<file path="config.mk">
export PLATFORM = sky130hd
export DESIGN_NAME = dmr_top
export DESIGN_NICKNAME = d
export VERILOG_FILES = /design/src/rtl/dmr_pkg.sv /design/src/rtl/dmr_chan_if.sv /design/src/rtl/dmr_top.sv /design/src/rtl/dmr_chan_bits.sv
export VERILOG_INCLUDE_DIRS = /design/src /design/src/rtl
export SDC_FILE = /design/constraint.sdc
export NUM_CORES = 1
export LEC_CHECK = 0
export BUFFER_PORTS_ARGS = -buffer_cell sky130_fd_sc_hd__buf_2
export CAP_MARGIN = 15
export CORE_ASPECT_RATIO = 1.75
export CORE_MARGIN = 1
export CORE_UTILIZATION = 30
export DETAILED_ROUTE_END_ITERATION = 8
export GPL_TIMING_DRIVEN = 0
export SLEW_MARGIN = 30
export SYNTH_ARGS = -nofsm -noshare
export SYNTH_HDL_FRONTEND = slang
export SYNTH_SLANG_ARGS = --single-unit
</file>
<file path="constraint.sdc">
create_clock -name clk -period 1.05 [get_ports clk]
set_clock_uncertainty 0.05 [all_clocks]
set_input_delay 0.105 -clock clk [delete_from_list [all_inputs] [get_ports clk]]
set_output_delay 0.105 -clock clk [all_outputs]
set_load 0.005 [all_outputs]
</file>
<file path="src/rtl/dmr_map.svh">
`ifndef DMR_MAP_SVH
`define DMR_MAP_SVH
// How it works
// - Alternate pointer is read-only over all 32 bits and returns alternate table base.
// - Writing one to a soft-trigger bit raises one transfer request on that channel.
// - Writing zero to a soft-trigger bit leaves that channel untouched.
// - Soft-trigger register is write-only; bit n drives channel n, channels 0 to 31.
// - Primary pointer keeps bits 31 to 10; bits 9 to 0 read zero.
// - Writing one to a burst-only bit disables single requests; zero does nothing.

// ----------------------------------------------------------------
// Register byte offsets
// ----------------------------------------------------------------
`define DMR_OFS_PRIMARY 8'h08
`define DMR_OFS_ALTERNATE 8'h0C
`define DMR_OFS_SW_REQUEST 8'h14
`define DMR_OFS_BURST_SET 8'h18
`define DMR_OFS_BURST_CLR 8'h1C

// ----------------------------------------------------------------
// Field positions and reset values
// ----------------------------------------------------------------
`define DMR_PRI_LSB 10
`define DMR_PRI_MASK 32'hFFFF_FC00
`define DMR_RST_PRIMARY 32'h0000_0000
`define DMR_RST_BURST 32'h0000_0000
// Bytes of control data per channel in the primary table
`define DMR_ENTRY_BYTES 32'h0000_0010
`define DMR_NUM_CH 32
`endif

</file>
<file path="src/rtl/dmr_pkg.sv">
package dmr_pkg;
  // Decoded register selected by the bus address
  typedef enum logic [2:0] {
    DMR_SEL_NONE = 3'b000,
    DMR_SEL_PRI = 3'b001,
    DMR_SEL_ALT = 3'b010,
    DMR_SEL_SWREQ = 3'b011,
    DMR_SEL_BSET = 3'b100,
    DMR_SEL_BCLR = 3'b101
  } dmr_sel_t;
endpackage

</file>
<file path="src/rtl/dmr_chan_if.sv">
`timescale 1ns/1ns
interface dmr_chan_if #(parameter int NUM_CH = 32);
  logic swreq_wr;
  logic bset_wr;
  logic bclr_wr;
  logic [NUM_CH-1:0] wdata;
  logic [NUM_CH-1:0] hw_set;
  logic [NUM_CH-1:0] hw_clr;
  logic [NUM_CH-1:0] trigger;
  logic [NUM_CH-1:0] burst_only;
  modport ctl (output swreq_wr, output bset_wr, output bclr_wr, output wdata,
    output hw_set, output hw_clr, input trigger, input burst_only);
  modport bits (input swreq_wr, input bset_wr, input bclr_wr, input wdata,
    input hw_set, input hw_clr, output trigger, output burst_only);
endinterface

</file>
<file path="src/rtl/dmr_top.sv">
`timescale 1ns/1ns
`include "dmr_map.svh"
module dmr_top
  import dmr_pkg::*;
#(
  parameter int NUM_CH = `DMR_NUM_CH
) (
  input wire logic clk,
  input wire logic rstn,
  input wire logic psel,
  input wire logic penable,
  input wire logic pwrite,
  input wire logic [7:0] paddr,
  input wire logic [31:0] pwdata,
  input wire logic [NUM_CH-1:0] engine_burst_set,
  input wire logic [NUM_CH-1:0] engine_burst_clr,
  output logic [31:0] prdata,
  output logic [31:0] primary_table_address,
  output logic [31:0] alternate_table_address,
  output logic [NUM_CH-1:0] per_channel_soft_trigger,
  output logic [NUM_CH-1:0] burst_only
);
  dmr_chan_if #(.NUM_CH(NUM_CH)) cif ();

  dmr_sel_t sel;
  logic wr_en;
  logic rd_setup;
  logic [31:0] pri_d, pri_q;
  logic [31:0] alt_d, alt_q;
  logic [31:0] rdata_d, rdata_q;

  // ----------------------------------------------------------------
  // Address decode
  // ----------------------------------------------------------------
  always_comb begin
    unique case (paddr)
      `DMR_OFS_PRIMARY: sel = DMR_SEL_PRI;
      `DMR_OFS_ALTERNATE: sel = DMR_SEL_ALT;
      `DMR_OFS_SW_REQUEST: sel = DMR_SEL_SWREQ;
      `DMR_OFS_BURST_SET: sel = DMR_SEL_BSET;
      `DMR_OFS_BURST_CLR: sel = DMR_SEL_BCLR;
      default: sel = DMR_SEL_NONE;
    endcase
  end

  // Writes land in the access phase; reads are fetched in setup
  assign wr_en = psel & penable & pwrite;
  assign rd_setup = psel & ~penable & ~pwrite;

  // ----------------------------------------------------------------
  // Pointer registers
  // ----------------------------------------------------------------
  // Alternate base follows primary one cycle later, never written
  always_comb begin
    pri_d = pri_q;
    if (wr_en && sel == DMR_SEL_PRI) begin
      pri_d = pwdata & `DMR_PRI_MASK;
    end
    alt_d = pri_q + (`DMR_ENTRY_BYTES * 32'(NUM_CH));
  end

  always_ff @(posedge clk or negedge rstn) begin
    if (!rstn) begin
      pri_q <= `DMR_RST_PRIMARY;
      alt_q <= 32'h0000_0000;
    end else begin
      pri_q <= pri_d;
      alt_q <= alt_d;
    end
  end

  // ----------------------------------------------------------------
  // Channel bit strobes
  // ----------------------------------------------------------------
  assign cif.swreq_wr = wr_en && sel == DMR_SEL_SWREQ;
  assign cif.bset_wr = wr_en && sel == DMR_SEL_BSET;
  assign cif.bclr_wr = wr_en && sel == DMR_SEL_BCLR;
  assign cif.wdata = pwdata[NUM_CH-1:0];
  assign cif.hw_set = engine_burst_set;
  assign cif.hw_clr = engine_burst_clr;

  dmr_chan_bits #(.NUM_CH(NUM_CH)) u_bits (
    .clk(clk),
    .rstn(rstn),
    .cb(cif.bits)
  );

  // ----------------------------------------------------------------
  // Read data
  // ----------------------------------------------------------------
  // Write-only and unmapped words read zero, reads have no side effect
  always_comb begin
    rdata_d = rdata_q;
    if (rd_setup) begin
      rdata_d = 32'h0000_0000;
      unique case (sel)
        DMR_SEL_PRI: rdata_d = pri_q;
        DMR_SEL_ALT: rdata_d = alt_q;
        DMR_SEL_BSET: rdata_d = 32'(cif.burst_only);
        DMR_SEL_SWREQ: rdata_d = 32'h0000_0000;
        DMR_SEL_BCLR: rdata_d = 32'h0000_0000;
        DMR_SEL_NONE: rdata_d = 32'h0000_0000;
      endcase
    end
  end

  always_ff @(posedge clk or negedge rstn) begin
    if (!rstn) begin
      rdata_q <= 32'h0000_0000;
    end else begin
      rdata_q <= rdata_d;
    end
  end

  assign prdata = rdata_q;
  assign primary_table_address = pri_q;
  assign alternate_table_address = alt_q;
  assign per_channel_soft_trigger = cif.trigger;
  assign burst_only = cif.burst_only;
endmodule

</file>
<file path="src/rtl/dmr_chan_bits.sv">
`timescale 1ns/1ns
`include "dmr_map.svh"
module dmr_chan_bits
  import dmr_pkg::*;
#(
  parameter int NUM_CH = `DMR_NUM_CH
) (
  input wire logic clk,
  input wire logic rstn,
  dmr_chan_if.bits cb
);
  logic [NUM_CH-1:0] trig_d, trig_q;
  logic [NUM_CH-1:0] burst_d, burst_q;

  // ----------------------------------------------------------------
  // Per-channel request pulse and burst-only flag
  // ----------------------------------------------------------------
  for (genvar ch = 0; ch < NUM_CH; ch++) begin : g_ch
    // Pulse lasts one cycle so a single write never queues twice
    always_comb begin
      trig_d[ch] = cb.swreq_wr & cb.wdata[ch];
    end
    // Any set source beats a clear in the same cycle
    always_comb begin
      burst_d[ch] = burst_q[ch];
      if (cb.hw_clr[ch] | (cb.bclr_wr & cb.wdata[ch])) begin
        burst_d[ch] = 1'b0;
      end
      if (cb.hw_set[ch] | (cb.bset_wr & cb.wdata[ch])) begin
        burst_d[ch] = 1'b1;
      end
    end
  end

  // Register stage
  always_ff @(posedge clk or negedge rstn) begin
    if (!rstn) begin
      trig_q <= '0;
      burst_q <= NUM_CH'(`DMR_RST_BURST);
    end else begin
      trig_q <= trig_d;
      burst_q <= burst_d;
    end
  end

  assign cb.trigger = trig_q;
  assign cb.burst_only = burst_q;
endmodule

</file>
* Yosys cells after proc, flatten, opt, wreduce, memory -nomap -nowiden
Index checks and enable logic that the tools add are counted.
Storage, ports and cells: bits in registers 150, output and inout port bits 160, word-level logic and storage cells 317
Operators by class: add/sub/neg operators 1, equal/unequal tests 10, mux-type cells 66, bitwise logic cells 166, reductions and logical operators 38
Operators with widths (number):
- $pmux 32 s4 | 1
- $and 1x1->1 | 100
- $mux 1 | 64
- $or 1x1->1 | 64
- $reduce_bool 2->1 | 32
- $add 32x10->32 const B | 1
- $eq 8x5->1 const B | 3
- $eq 8x4->1 const B | 2
- $pmux 3 s5 | 1
- $eq 3x2->1 const B | 2
- $eq 3x3->1 const B | 2
- $logic_and 1x1->1 | 4
- $eq 3x1->1 const B | 1
- $logic_not 3->1 | 1
- $reduce_or 3->1 | 1
- $not 1->1 | 2

* Logic depth before layout (Yosys ltp)
Gate-level depths: netlist of the first run.
depth in word-level cells 8, mapped depth 6

* By module
A second synthesis of the first run with hierarchy kept.
Second synthesis, totals: cell total of the unflattened synthesis 479, area, all modules 5896.9 um^2
By module, submodules not included:
- dmr_top | times used 1, cells an instance 278, area an instance 3375.7 um^2, sequential area each 1926.8 um^2
- dmr_chan_bits | times used 1, cells an instance 201, area an instance 2521.2 um^2, sequential area each 1601.5 um^2

* Worst setup path before layout of the first run
Ideal clock, no wire load.
kind input -> register, from in paddr[5], to reg u_bits.trig_q[0], in the netlist u_bits.cb.trigger[0], setup time 66 ps, data arrival time 1461 ps, data required time 934 ps, setup slack -526 ps, stages 5, path buffers 1, cells stage by stage or3_4 or4_4 nor3_4 buf_6 and2_1
On the way: word-level cells in the longest chain between the ends 5
RTL lines:
- from (decl) | RTL line dmr_top.sv:13 | input wire logic [7:0] paddr,
- $eq 8x5->1 / $eq 8x4->1 (equally long branches) | RTL line dmr_top.sv:36 | unique case (paddr)
- $pmux 3 s5 * | RTL line dmr_top.sv:36
- $eq 3x2->1 * | RTL line dmr_top.sv:75 | assign cif.swreq_wr = wr_en && sel == DMR_SEL_SWREQ;
- $logic_and 1x1->1 * | RTL line dmr_top.sv:75
- $and 1x1->1 * | RTL line dmr_chan_bits.sv:21 | trig_d[ch] = cb.swreq_wr & cb.wdata[ch];
- via u_bits.trig_d[0] | RTL line dmr_chan_bits.sv:12 | logic [NUM_CH-1:0] trig_d, trig_q;
- to (signal assigned) | RTL line dmr_chan_bits.sv:41 | trig_q <= trig_d;
- to (decl) | RTL line dmr_chan_bits.sv:12
Mark *: on every way through the listed nets, which the timed path passes. The rest lies on a longest branch. A chain may end at the register's enable or synchronous reset.

* Worst setup path in the final report of the first run
from in paddr[5], to reg u_bits.trig_q[4], in the netlist u_bits.cb.trigger[4]
The elaborated chain is that of the path after synthesis.

==> flow_metrics.env, run 1 <==
export IMPL_critPathSlowestCell="or4_4"
export IMPL_routed_wl_um=22800
export IMPL_ff2ff_setup_slack_ps=-40
export IMPL_cts_sinks=141
export IMPL_power_switching_mw=3.00
export IMPL_slew_violations=0
export IMPL_gr_usage_all_layers_pct=22.8
export IMPL_whs_ps=-432
export IMPL_postLayoutCellArea_mm2=0.0104
export IMPL_max_freq_ghz=0.704
export IMPL_synthCells=484
export IMPL_instances_no_fill=1211
export IMPL_yosys_cell_types_count=34
export IMPL_htree_levels=4
export IMPL_post_route_min_period_ps=1420
export IMPL_place_hpwl_um=14100
export IMPL_synthTopCellsByArea="dfrtp_1 (60%), mux2_4 (5.1%), a211o_1 (4.8%), and2_1 (3.4%), o2111ai_1 (3.3%)"
export IMPL_grt_pass1_wl_um=33400
export IMPL_first_global_vias=6055
export IMPL_violations="hold timing, setup timing"
export IMPL_status="finished with violations"
export IMPL_endpoint_kind="register"
export IMPL_seq_area_frac_synth_pct=60.5
export IMPL_synth_edff_count=0
export IMPL_power_leakage_nw=5.58
export IMPL_synthMostInstantiatedCell="dfrtp_1"
export IMPL_clk_pin_slew_ps=60
export IMPL_hold_viol_final=77
export IMPL_crit_chain="buf_6, or3_4, or4_4, nor3_4, buf_6, buf_8, and2_1"
export IMPL_finalWorstSetupSlack_ps=-371
export IMPL_cap_violations=0
export IMPL_cts_tree="built"
export IMPL_fin_crit_sh_pct=135
export IMPL_vias=5817
export IMPL_slew_headroom_pct=61.7
export IMPL_reg2reg_to="prdata[24]$_DFFE_PN0P_"
export IMPL_cts_buffer_depth=2
export IMPL_power_internal_mw=9.94
export IMPL_antenna_cells=0
export IMPL_syn_cell_area_mm2=0.00583
export IMPL_final_layout_size_suffix_gt1_share_pct=52.1
export IMPL_worstSetupPathType="input pin to register"
export IMPL_cp_arrival_ps=1730
export IMPL_path_delay_family="simple AND/OR/NAND/NOR gates"
export IMPL_worst_path_largest_cell_delay_ps=510
export IMPL_crit_buf_inv=3
export IMPL_drtIter0Drc=247
export IMPL_ir_drop_v=0.000874
export IMPL_final_util_pct=54.4
export IMPL_pwr_share_clk_pct=45.2
export IMPL_seqPwrFrac_pct=43.4
export IMPL_setup_viol=255
export IMPL_pre_cts_ws_ps=-1250
export IMPL_cts_buffers=17
export IMPL_wl_per_cell_um=18.8
export IMPL_synth_async_reset_ratio_pct=100
export IMPL_gp_congestion=0.811
export IMPL_grt_setup_unrepaired="true"
export IMPL_nNetsFinal=1066
export IMPL_vias_per_cell=4.80
export IMPL_cp_start_kind="input pin"
export IMPL_die_area_mm2=0.0200
export IMPL_p_sw_share_pct=23.2
export IMPL_port_buffers=249
export IMPL_grt_ovfl_total=0
export IMPL_synth_commonest_cells="dfrtp_1 (141), a21oi_1 (33), a211o_1 (32), and2_1 (32), nand2_1 (27)"
export IMPL_crit_fanout=10
export IMPL_power_density_mw_per_mm2=1240
export IMPL_cp_startpoint="paddr[5]"
export IMPL_remaining_drc_errors=0
export IMPL_synth_top_area_cell="dfrtp_1"
export IMPL_ys_warnings_count=0
export IMPL_tightest_slew_ps=575
export IMPL_core_area_mm2=0.0191
export IMPL_cp_data_required_time_ps=1360
export IMPL_start_util_pct=30.5
export IMPL_post_dp_cell_area_mm2=0.00757
export IMPL_area_delta_synth_final_pct=78.3
export IMPL_cts_root_buf="clkbuf_16"
export IMPL_r2r_cells=4
export IMPL_place_inst=993
export IMPL_cp_common_cell="buf_6"
export IMPL_ys_ff_latch=141
export IMPL_ios=269
export IMPL_die_w_um=107
export IMPL_hp_class="input pin to async pin"
export IMPL_avgSynthCellArea_um2=12.1
export IMPL_antenna_left=0
export IMPL_path_depth=7
export IMPL_antenna_found_initial=0
export IMPL_clock_latency_ps=430
export IMPL_crit_end="u_bits.cb.trigger[4]$_DFF_PN0_"
export IMPL_yosysTopAreaCellShare_pct=60.5
export IMPL_grt_max_degree=76
export IMPL_rows=67
export IMPL_r2r_start="u_bits.cb.burst_only[24]$_DFFE_PN0P_"
export IMPL_first_pass_iters=4
export IMPL_combPwrFrac_pct=11.4
export IMPL_die_h_um=186
export IMPL_synth_main_ff_cell="dfrtp_1"
through the flow:
stage	power, mW	TNS (ps)
finish	12.9	-34150
global route	13.4	-42190
CTS	13.0	-35350
detailed placement	6.73	-100670
global placement	6.70	-425810
floorplan	6.10	-47990
worst register-to-register path: stages, from the launching register on:
cell and delay (ps):
dfrtp_1 340, inv_1 60, o21ai_0 280, o2111ai_4 160, a21oi_2 140
repair_timing:
action | 4_1_cts | 5_1_grt
endpoints found under the setup margin | 248 | 259
hold buffers | 81 | 1
gates resized for setup | 79 | 71
pin swaps | 37 | 31
gates cloned | 6 | 4
endpoints found under the hold margin | 154 | 67
buffers inserted | 69 | 28
power by group through the flow:
stage                     clock network, mW  logic (mW)  registers, mW
after floorplan                           0       0.364           5.73
after detailed placement                  0        1.00           5.73
after global placement                    0       0.977           5.73
after global routing                   6.17        1.60           5.63
after CTS                              5.96        1.39           5.62
final                                  5.85        1.47           5.62
worst min-delay path by stage:
stage                                                 end           startpoint  slack [ps]
floorplan           alternate_table_address[10]$_DFF_PN0_                 rstn        -240
global placement      u_bits.cb.burst_only[8]$_DFFE_PN0P_  engine_burst_set[8]         240
detailed placement         u_bits.cb.trigger[0]$_DFF_PN0_                 rstn          40
CTS                        u_bits.cb.trigger[0]$_DFF_PN0_                 rstn        -430
global route               u_bits.cb.trigger[6]$_DFF_PN0_                 rstn        -410
finish                     u_bits.cb.trigger[0]$_DFF_PN0_                 rstn        -430
cell families after synthesis:
logic type	share of synthesized area [%]
multiplexers	5.53
other	0.129
AO/OA/AOI/OAI	17.0
buffers and inverters	6.44
flip-flops	60.5
AND/OR/NAND/NOR	10.4
registers in the layout, indices dropped and copies added (netlist names):
signal / flops
prdata: 32
primary_table_address: 22
u_bits.cb.trigger: 32
u_bits.cb.burst_only: 32
alternate_table_address: 23
layout make-up:
type / count / area, um2
Fill cell: 1682 / 8710
Sequential cell: 141 / 3530
Timing Repair Buffer: 437 / 3200
Multi-Input combinational cell: 292 / 2320
Clock buffer: 25 / 475
Buffer: 45 / 408
Tap cell: 241 / 302
Clock inverter: 7 / 87.6
Inverter: 23 / 86.3
cells in the final DEF (no fill, tap or decap), types with 21 or more instances in the layout:
master	netlist	layout
buf_2	6	237
dfrtp_1	141	141
buf_4	19	102
dlygate4sd3_1	0	82
a211o_1	32	32
and2_1	32	29
nand2_1	27	26
buf_6	5	25
nor2_1	25	23
inv_1	22	22
mux2_4	20	21
layer usage:
| metal | GRT usage [%] | share of wire [%] | wire length (um) |
|---|---|---|---|
| met5 | 0 | 0 | 0 |
| met4 | 14.2 | 6.3 | 1440 |
| met3 | 4.79 | 5.0 | 1150 |
| met1 | 23.7 | 36 | 8140 |
| met2 | 40.9 | 53 | 12100 |
No activity file was read; power rests on OpenSTA's default activity.
==> run 2: changes to the inputs <==
--- a/config.mk
+++ b/config.mk
@@ -13,6 +13,7 @@
 export CORE_UTILIZATION = 30
 export DETAILED_ROUTE_END_ITERATION = 8
 export GPL_TIMING_DRIVEN = 0
+export SETUP_SLACK_MARGIN = 0.15
 export SLEW_MARGIN = 30
 export SYNTH_ARGS = -nofsm -noshare
 export SYNTH_HDL_FRONTEND = slang
==> flow_metrics.env, run 2 (synthesis gave the netlist of run 1 again) <==
export IMPL_status="finished with violations"
export IMPL_violations="hold timing, setup timing"
export IMPL_hp_class="input pin to async pin"
export IMPL_cts_sinks=141
export IMPL_drtIter0Drc=174
export IMPL_grt_ovfl_total=0
export IMPL_htree_levels=4
export IMPL_critPathSlowestCell="or4_4"
export IMPL_hold_buffers=77
export IMPL_ff2ff_setup_slack_ps=-40
export IMPL_setup_viol=248
export IMPL_clk_pin_slew_ps=60
export IMPL_antenna_left=0
export IMPL_worst_path_largest_cell_delay_ps=510
export IMPL_area_delta_synth_final_pct=76.0
export IMPL_endpoint_kind="register"
export IMPL_gr_usage_all_layers_pct=22.5
export IMPL_place_hpwl_um=14300
export IMPL_clock_latency_ps=420
export IMPL_crit_fanout=10
export IMPL_nNetsFinal=1065
export IMPL_rows=67
export IMPL_cts_buffers=17
export IMPL_antenna_cells=0
export IMPL_routed_wl_um=21900
export IMPL_slew_headroom_pct=56.9
export IMPL_cts_tree="built"
export IMPL_power_leakage_nw=5.57
export IMPL_grt_setup_unrepaired="true"
export IMPL_final_common_cell="buf_2"
export IMPL_cts_root_buf="clkbuf_16"
export IMPL_grt_pass1_wl_um=33000
export IMPL_first_global_vias=5857
export IMPL_whs_ps=-446
export IMPL_fin_crit_sh_pct=134
export IMPL_die_h_um=186
export IMPL_wl_per_cell_um=18.1
export IMPL_fin_setup_tns_ps=-37400
export IMPL_gp_congestion=0.830
export IMPL_vias_per_cell=4.71
export IMPL_finalWorstSetupSlack_ps=-358
export IMPL_cp_data_required_time_ps=1350
export IMPL_core_area_mm2=0.0191
export IMPL_cap_violations=0
export IMPL_final_layout_size_suffix_gt1_share_pct=51.1
export IMPL_vias=5705
export IMPL_grt_max_degree=84
export IMPL_cts_buffer_depth=2
export IMPL_ios=269
export IMPL_cp_arrival_ps=1710
export IMPL_final_cell_mix="buf_2 (239), dfrtp_1 (141), buf_4 (109), dlygate4sd3_1 (77), a211o_1 (32)"
export IMPL_power_density_mw_per_mm2=1290
export IMPL_tightest_slew_ps=646
export IMPL_worstSetupPathType="input pin to register"
export IMPL_antenna_found_initial=0
export IMPL_cp_common_cell="buf_12"
export IMPL_die_area_mm2=0.0200
export IMPL_start_util_pct=30.5
export IMPL_cp_start_kind="input pin"
export IMPL_crit_chain="buf_6, or3_4, or4_4, nor3_4, buf_12, buf_12, and2_1"
export IMPL_ir_drop_v=0.000888
export IMPL_first_pass_iters=4
export IMPL_hold_viol_final=64
export IMPL_post_route_min_period_ps=1410
export IMPL_die_w_um=107
export IMPL_remaining_drc_errors=0
export IMPL_slew_violations=0
export IMPL_port_buffers=249
export IMPL_max_freq_ghz=0.710
export IMPL_pre_cts_ws_ps=-1260
==> run 2: cell type report <==
class | count | area (um2)
clock buffer | 19 | 443
fill | 1701 | 8850
clock inverter | 13 | 165
multi-input combinational | 292 | 2180
buffer | 46 | 423
sequential | 141 | 3530
timing repair buffer | 435 | 3140
inverter | 23 | 86.3
tap | 241 | 302
==> run 2: timing repair <==
action	CTS	global route
gates resized for setup	81	18
pin swaps	35	18
setup endpoints to repair	259	259
buffers inserted	71	30
endpoints found under the hold margin	146	58
cloned	7	0
==> run 2: metrics by stage <==
stage               util (%)  instance area (um2)  total power [mW]  hold WS [ps]  std cells
finish                  53.7                10300              13.2          -446       1210
global route            53.7                10300              13.7          -407       1210
CTS                     52.3                 9990              13.3          -433       1180
detailed placement      39.6                 7570              6.73          20.1        993
global placement        39.4                 7540              6.70           242        992
floorplan                  -                 5990              6.10          -241        502
==> run 2: routing by layer <==
layer / part of all wire (%) / global-route usage, % / vias up
met4: 3.8 / 11.6 / 0
met1: 37 / 24.3 / 2781
met2: 55 / 41.0 / 237
met5: 0 / 0 / -
met3: 4.7 / 3.77 / 57
li1: - / - / 2630
==> run 2: worst max-delay path, delay by kind of cell <==
| kind | cells | cell delay [ps] |
|---|---|---|
| AND/OR/NAND/NOR | 4 | 1220 |
| buffers and inverters | 3 | 370 |
==> run 2: final timing paths <==
check / cells after the start / end / from
max in group asynchronous: 2 / u_bits.cb.trigger[25]$_DFF_PN0_ / rstn
setup / recovery: 7 / u_bits.cb.trigger[5]$_DFF_PN0_ / paddr[5]
hold reg to reg: 1 / alternate_table_address[31]$_DFF_PN0_ / primary_table_address[31]$_DFFE_PN0P_
min in group clk: 4 / prdata[31]$_DFFE_PN0P_ / pwrite
setup reg to reg: 3 / primary_table_address[17]$_DFFE_PN0P_ / primary_table_address[17]$_DFFE_PN0P_
hold / removal: 1 / u_bits.cb.burst_only[0]$_DFFE_PN0P_ / rstn
==> run 2: where the power goes <==
part	switching (mW)	leakage [nW]	internal, mW
clock	2.42	0.286	3.81
combinational	0.654	3.42	0.744
sequential	0.0640	1.86	5.55
